$ cat src/csl_consts.vh
`ifndef CSL_CONSTS_VH
`define CSL_CONSTS_VH

// system clock rate in MHz (period 8 ns)
`define CSL_SYS_CLK_MHZ     125
// half periods of the generated clocks, in system clock cycles
`define CSL_PROC_HALF       2
`define CSL_BUS_HALF        4
`define CSL_REF_HALF        3
// number of processor, stoppable bus and dual-function outputs
`define CSL_PROC_NUM        4
`define CSL_BUS_NUM         5
`define CSL_DUAL_NUM        5
// settle time before strap capture, stands in for the supply threshold
`define CSL_STRAP_SETTLE    8'h10
// power-up timer, in microseconds, and its cycle count (longest time: floor)
`define CSL_PWRUP_TIME_US   3000
`define CSL_PWRUP_CYC       (`CSL_PWRUP_TIME_US * `CSL_SYS_CLK_MHZ)
`define CSL_PWRUP_CW        20
// sequencer states
`define CSL_ST_SAMPLE       2'h0
`define CSL_ST_HOLD         2'h1
`define CSL_ST_RUN          2'h2

`endif

$ cat src/csl_clkgate.v
`timescale 1ns/10ps
`include "csl_consts.vh"

module csl_clkgate #(
  parameter HALF  = 2,
  parameter WIDTH = 1
) (
  // clock and reset
  input  wire             i_clk,
  input  wire             i_rstn,
  // run request, low parks the outputs low
  input  wire             i_run,
  // gated clock outputs
  output reg [WIDTH-1:0]  o_clk
);

  localparam [7:0] LAST = HALF - 1;

  reg [7:0] cnt_ff;
  reg       ph_ff;

  always @(posedge i_clk) begin
    if (!i_rstn) begin
      cnt_ff <= 8'h00;
      ph_ff  <= 1'b0;
      o_clk  <= {WIDTH{1'b0}};
    end else begin
      if (cnt_ff == LAST) begin
        cnt_ff <= 8'h00;
        ph_ff  <= ~ph_ff;
        // a high phase starts only when running: whole pulses, parked low
        if (!ph_ff) begin
          o_clk <= {WIDTH{i_run}};
        end else begin
          o_clk <= {WIDTH{1'b0}};
        end
      end else begin
        cnt_ff <= cnt_ff + 8'h01;
      end
    end
  end

endmodule // csl_clkgate

$ cat src/csl_top.v
`timescale 1ns/10ps
`include "csl_consts.vh"

module csl_top #(
  parameter PROC_HALF = `CSL_PROC_HALF,
  parameter BUS_HALF  = `CSL_BUS_HALF,
  parameter REF_HALF  = `CSL_REF_HALF,
  parameter PWRUP_CYC = `CSL_PWRUP_CYC
) (
  // clock and reset
  input  wire                      I_CLK_SYS,
  input  wire                      I_RSTN,
  // halt requests from the chipset
  input  wire                      I_PROC_HALT_N,
  input  wire                      I_BUS_HALT_N,
  // dual-function pins
  input  wire [`CSL_DUAL_NUM-1:0]  I_DUAL_IN,
  output reg  [`CSL_DUAL_NUM-1:0]  O_DUAL_OUT,
  output reg  [`CSL_DUAL_NUM-1:0]  O_DUAL_OE_N,
  // clock outputs
  output wire [`CSL_PROC_NUM-1:0]  O_PROC_CLK,
  output wire                      O_FREE_RUNNING_BUS_CLOCK,
  output wire [`CSL_BUS_NUM-1:0]   O_STOPPABLE_BUS_CLOCKS,
  output wire                      O_REF_CLK,
  // latched strap selection
  output reg  [`CSL_DUAL_NUM-1:0]  O_STRAP_SEL,
  output reg                       O_STRAP_DONE
);

  localparam [`CSL_PWRUP_CW-1:0] PWRUP_LAST = PWRUP_CYC - 1;

  // halt synchronisers, two stages each
  reg        proc_halt_s1_ff;
  reg        proc_halt_s2_ff;
  reg        bus_halt_s1_ff;
  reg        bus_halt_s2_ff;
  // strap synchronisers
  reg [`CSL_DUAL_NUM-1:0] dual_s1_ff;
  reg [`CSL_DUAL_NUM-1:0] dual_s2_ff;
  // sequencer
  reg [1:0]               state_ff;
  reg [1:0]               nxt_state;
  reg [7:0]               settle_ff;
  reg [`CSL_PWRUP_CW-1:0] timer_ff;

  wire free_clk;
  wire ref_clk;

  always @(posedge I_CLK_SYS) begin
    if (!I_RSTN) begin
      proc_halt_s1_ff <= 1'b1;
      proc_halt_s2_ff <= 1'b1;
      bus_halt_s1_ff  <= 1'b1;
      bus_halt_s2_ff  <= 1'b1;
      dual_s1_ff      <= {`CSL_DUAL_NUM{1'b1}};
      dual_s2_ff      <= {`CSL_DUAL_NUM{1'b1}};
    end else begin
      // halt levels change in step with the free bus clock, so two stages suffice
      proc_halt_s1_ff <= I_PROC_HALT_N;
      proc_halt_s2_ff <= proc_halt_s1_ff;
      bus_halt_s1_ff  <= I_BUS_HALT_N;
      bus_halt_s2_ff  <= bus_halt_s1_ff;
      dual_s1_ff      <= I_DUAL_IN;
      dual_s2_ff      <= dual_s1_ff;
    end
  end

  // processor group: gate acts only where a high phase would begin
  csl_clkgate #(
    .HALF  (PROC_HALF),
    .WIDTH (`CSL_PROC_NUM)
  ) u_proc (
    .i_clk  (I_CLK_SYS),
    .i_rstn (I_RSTN),
    .i_run  (proc_halt_s2_ff),
    .o_clk  (O_PROC_CLK)
  );

  // free-running bus clock never gated
  csl_clkgate #(
    .HALF  (BUS_HALF),
    .WIDTH (1)
  ) u_bus_free (
    .i_clk  (I_CLK_SYS),
    .i_rstn (I_RSTN),
    .i_run  (1'b1),
    .o_clk  (free_clk)
  );

  // stoppable bus clocks share phase with the free one
  csl_clkgate #(
    .HALF  (BUS_HALF),
    .WIDTH (`CSL_BUS_NUM)
  ) u_bus_stop (
    .i_clk  (I_CLK_SYS),
    .i_rstn (I_RSTN),
    .i_run  (bus_halt_s2_ff),
    .o_clk  (O_STOPPABLE_BUS_CLOCKS)
  );

  // fixed reference clock keeps running through either halt
  csl_clkgate #(
    .HALF  (REF_HALF),
    .WIDTH (1)
  ) u_ref (
    .i_clk  (I_CLK_SYS),
    .i_rstn (I_RSTN),
    .i_run  (1'b1),
    .o_clk  (ref_clk)
  );

  assign O_FREE_RUNNING_BUS_CLOCK = free_clk;
  assign O_REF_CLK                = ref_clk;

  // power-up sequencer
  always @* begin
    nxt_state = state_ff;
    case (state_ff)
      `CSL_ST_SAMPLE: begin
        if (settle_ff == `CSL_STRAP_SETTLE) begin
          nxt_state = `CSL_ST_HOLD;
        end
      end
      `CSL_ST_HOLD: begin
        if (timer_ff == PWRUP_LAST) begin
          nxt_state = `CSL_ST_RUN;
        end
      end
      `CSL_ST_RUN: begin
        nxt_state = `CSL_ST_RUN;
      end
      default: begin
        nxt_state = `CSL_ST_SAMPLE;
      end
    endcase
  end

  always @(posedge I_CLK_SYS) begin
    if (!I_RSTN) begin
      state_ff     <= `CSL_ST_SAMPLE;
      settle_ff    <= 8'h00;
      timer_ff     <= {`CSL_PWRUP_CW{1'b0}};
      O_STRAP_SEL  <= {`CSL_DUAL_NUM{1'b1}};
      O_STRAP_DONE <= 1'b0;
      O_DUAL_OUT   <= {`CSL_DUAL_NUM{1'b0}};
      O_DUAL_OE_N  <= {`CSL_DUAL_NUM{1'b1}};
    end else begin
      state_ff <= nxt_state;
      case (state_ff)
        `CSL_ST_SAMPLE: begin
          // pins released as inputs while levels settle
          O_DUAL_OE_N <= {`CSL_DUAL_NUM{1'b1}};
          O_DUAL_OUT  <= {`CSL_DUAL_NUM{1'b0}};
          settle_ff   <= settle_ff + 8'h01;
          if (settle_ff == `CSL_STRAP_SETTLE) begin
            // undriven pin resolves high via pull-up, latched as one
            O_STRAP_SEL  <= dual_s2_ff;
            O_STRAP_DONE <= 1'b1;
            // turn into outputs driven low
            O_DUAL_OE_N  <= {`CSL_DUAL_NUM{1'b0}};
          end
        end
        `CSL_ST_HOLD: begin
          // held low until the power-up timer runs out
          O_DUAL_OUT <= {`CSL_DUAL_NUM{1'b0}};
          timer_ff   <= timer_ff + {{(`CSL_PWRUP_CW-1){1'b0}}, 1'b1};
        end
        `CSL_ST_RUN: begin
          // strap one picks the reference rate, zero the bus rate
          O_DUAL_OUT <= (O_STRAP_SEL & {`CSL_DUAL_NUM{ref_clk}})
                      | (~O_STRAP_SEL & {`CSL_DUAL_NUM{free_clk}});
        end
        default: begin
          O_DUAL_OUT <= {`CSL_DUAL_NUM{1'b0}};
        end
      endcase
      // no path back to sampling, selection never recaptured
    end
  end

endmodule // csl_top

$ cat config.mk
export PLATFORM = sky130hd
export DESIGN_NAME = csl_top
export DESIGN_NICKNAME = d
export VERILOG_FILES = /design/src/csl_clkgate.v /design/src/csl_top.v
export VERILOG_INCLUDE_DIRS = /design/src /design/src/src
export SDC_FILE = /design/constraint.sdc
export NUM_CORES = 1
export LEC_CHECK = 0
export BUFFER_PORTS_ARGS = -buffer_cell sky130_fd_sc_hd__buf_2
export CAP_MARGIN = 25
export CORE_MARGIN = 2
export CORE_UTILIZATION = 40
export CTS_BUF_LIST = sky130_fd_sc_hd__clkbuf_16
export CTS_CLUSTER_SIZE = 16
export DETAILED_ROUTE_END_ITERATION = 7
export GPL_ROUTABILITY_DRIVEN = 0
export GPL_TIMING_DRIVEN = 0
export PLACE_DENSITY = 0.6
export SYNTH_ARGS = -nofsm -noshare
export SYNTH_HDL_FRONTEND = slang
export SYNTH_SLANG_ARGS = --single-unit
$ cat constraint.sdc
create_clock -name I_CLK_SYS -period 2.16 [get_ports I_CLK_SYS]
set_input_delay 0.432 -clock I_CLK_SYS [delete_from_list [all_inputs] [get_ports I_CLK_SYS]]
set_output_delay 0.432 -clock I_CLK_SYS [all_outputs]
set_load 0.01 [all_outputs]
==> metrics.yaml <==
worst_setup_path:
  crit_family: "simple AND/OR/NAND/NOR gates"
  rr_worst_depth: 8
  critPathArrivalTime_ns: 2.28
  end_kind: "flip-flop"
  crit_slowest_cell: "or4_1"
  path_buf_inv: 3
  cp.depth: 8
  slowest_delay_ns: 0.48
  startpoint_type: "flip-flop"
  critPathMaxFanout: 7
  path_cells: "inv_2 > ha_1 > buf_6 > nand3_2 > or3_1 > buf_2 > or4_1 > a21oi_2"
  criticalPathCategory: "reg2reg"
  required_ns: 2.43
floorplan:
  num_io_pins: 36
  die_h_um: 101.8
  dieArea_um2: 10370
  coreArea_um2: 9284
  die_x_um: 101.8
  rows: 35
  initial_core_util_pct: 41.24
clocking:
  clockRootBuffer: "clkbuf_16"
  cts.sinks: 94
  cts_buffers: 9
  post_cts_buffers: 0
  clockBufferDepth: 2
  clkTransAtPathRegs_ns: 0.07
  htreeDepth: 3
  cts_tree: "built"
  clock_latency_ns: 0.34
logic_synthesis:
  yosysTopAreaCellShare_pct: 49.15
  yosysSeqAreaShare_pct: 49.15
  synthArstFlopShare_pct: 0
  synth_area_um2: 3829
  yosys_register_bits: 94
  yosys.area.top_type: "dfxtp_1"
  yosys_warnings: 0
  synth_area_leaders: "dfxtp_1 (49%), xor2_1 (6.9%), nor2_1 (5.7%)"
  synth_edf_count: 0
  syn-mean-instance-area_um2: 9.316
  synthFlopType: "dfxtp_1"
  yosysUniqueCellTypes: 33
  netlist_instances: 411
  synth_nets: 433
route:
  drt_iter0_markers: 86
  routed_via_density: 4.773
  routed_wl_um: 6803
  drt_pass1_iterations: 4
  via_count: 2821
  drt-wirelength-per-cell_um: 11.51
  final_antenna_net_count: 0
  drc: 0
timing:
  setup_viol: 0
  slew_headroom_pct: 56.55
  worst_pin_slew_ns: 0.6517
  drv_slew: 0
  clock_skew_ns: 0.009161
  period_minus_slack_ns: 2.009
  hold_viol_final: 0
  timing.final.ws_setup_ns: 0.1508
  fmax_mhz: 497.7
  finalSetupTns_ns: 0
  period_share_pct: 93.02
  rsz0062_at_grt: "no"
global_routing:
  antenna_found_initial: 0
  grt-ovfl-total: 0
  grt_pass1_wl_um: 11670
  grtUsageTotal_pct: 14.12
  grt_start_max_net_pins: 19
  grt_pass1_vias: 2536
power:
  power.internal_mw: 2.806
  seq_power_share_pct: 50.4
  power_frac_comb_pct: 9.9
  max-vdd-ir-drop_uv: 443.7
  p_sw_share_pct: 26.10
  switching_power_uw: 991.1
  power.density_nw_per_um2: 851.7
  total_power_mw: 3.797
  clkPwrFrac_pct: 39.7
  leakage_nw: 1.781
place:
  placed_area_um2: 4165
  portBuffers: 35
  dp_hpwl_um: 4771
  pre_cts_slack_ns: 0.1132
min_path:
  hold_depth: 2
  min_path_type: "in2reg"
finish:
  layout_commonest_cell: "dfxtp_1"
  layout_common_cells: "dfxtp_1 (94), nor2_1 (58), buf_2 (36)"
  area_growth_pct: 16.44
  final_cell_area_um2: 4458
  drive_gt1_share_pct: 15.37
  finalNetCount: 479
  antennaDiodeCount: 0
outcome:
  outcome: "finished clean"
run:
  maxCapViolCount: 0
==> final timing paths <==
check	startpoint	to	slack, ns
worst max-delay path	state_ff[1]	timer_ff[19]	0.15
worst min-delay path	I_PROC_HALT_N	proc_halt_s1_ff	0.26
worst max register to register	state_ff[1]	timer_ff[19]	0.15
worst min register to register	dual_s1_ff[0]	dual_s2_ff[0]	0.42
==> metal layers <==
layer | share of wire [%] | wire, um | up-vias | global-route usage (%)
met5 | 0 | 0 | - | 0
met4 | 1.4 | 93 | 0 | 4.821
met3 | 4.1 | 281 | 9 | 3.420
met2 | 44 | 3010 | 48 | 22.01
met1 | 50 | 3418 | 1289 | 19.28
li1 | - | - | 1475 | -
==> cell type report <==
cell class / instances / area (um^2)
sequential: 94 / 1882
fill: 904 / 4826
tap: 129 / 161.4
timing repair buffer: 35 / 175.2
buffer: 22 / 132.6
multi-input combinational: 283 / 1777
clock inverter: 7 / 60.06
clock buffer: 9 / 225.2
inverter: 12 / 45.04
==> worst reg2reg max path, stage by stage, from the launching register on <==
cell and delay, ns:
dfxtp_1 0.33, inv_2 0.07, ha_1 0.15, buf_6 0.13, nand3_2 0.10, or3_1 0.38, buf_2 0.16, or4_1 0.49
a21oi_2 0.13
==> power groups by stage <==
stage | combinational, mW | sequential, mW | clock [mW]
detailed placement | 0.376 | 1.95 | 0
global placement | 0.366 | 1.95 | 0
finish | 0.375 | 1.91 | 1.51
CTS | 0.378 | 1.91 | 1.55
floorplan | 0.282 | 1.94 | 0
global route | 0.432 | 1.93 | 1.60
==> what timing repair did <==
action	in CTS	in global routing
setup endpoints to repair	0	1
hold buffers	0	0
gates resized for setup	0	3
==> cell families (layout without fill, tap and decap cells) <==
| logic type | after synthesis | in the layout | share of synthesized area, % |
|---|---|---|---|
| DFF | 94 | 94 | 49.15 |
| muxes | 14 | 14 | 3.660 |
| AOI/OAI and AO/OA | 27 | 27 | 3.987 |
| and+or+nand+nor | 186 | 186 | 24.58 |
| buffers and inverters | 34 | 85 | 4.542 |
| adders and majority gates | 13 | 13 | 4.248 |
| xor gates and xnor gates | 43 | 43 | 9.837 |
==> cell usage after synthesis (all sizes together) (5+ instances only) <==
cell,n
dfxtp,94
nor2,58
nand2,31
xor2,30
nand3,29
a21oi,14
mux2i,14
nand2b,14
buf,13
ha,13
xnor2,13
inv,12
and3,11
clkbuf,9
nand4,9
or3,8
o21ai,7
nor4,6
nor3,5
or4,5
==> sequential cells by signal, indices dropped and copies added (netlist names), 2 cells and up <==
| register | cells |
|---|---|
| u_proc.cnt_ff | 8 |
| timer_ff | 20 |
| O_DUAL_OUT | 5 |
| O_STRAP_SEL | 5 |
| settle_ff | 8 |
| dual_s2_ff | 5 |
| u_bus_free.cnt_ff | 8 |
| u_bus_stop.cnt_ff | 8 |
| u_ref.cnt_ff | 8 |
| state_ff | 2 |
| dual_s1_ff | 5 |
==> metrics by stage <==
| stage | utilization [%] | hold WS (ns) | std cells |
|---|---|---|---|
| floorplan | - | 0.3863 | 411 |
| global placement | 44.87 | 0.3942 | 575 |
| detailed placement | 44.87 | 0.3936 | 575 |
| CTS | 47.94 | 0.2530 | 591 |
| global route | 48.02 | 0.2618 | 591 |
| finish | 48.02 | 0.2622 | 591 |
Power figures use the tool's default switching activity.
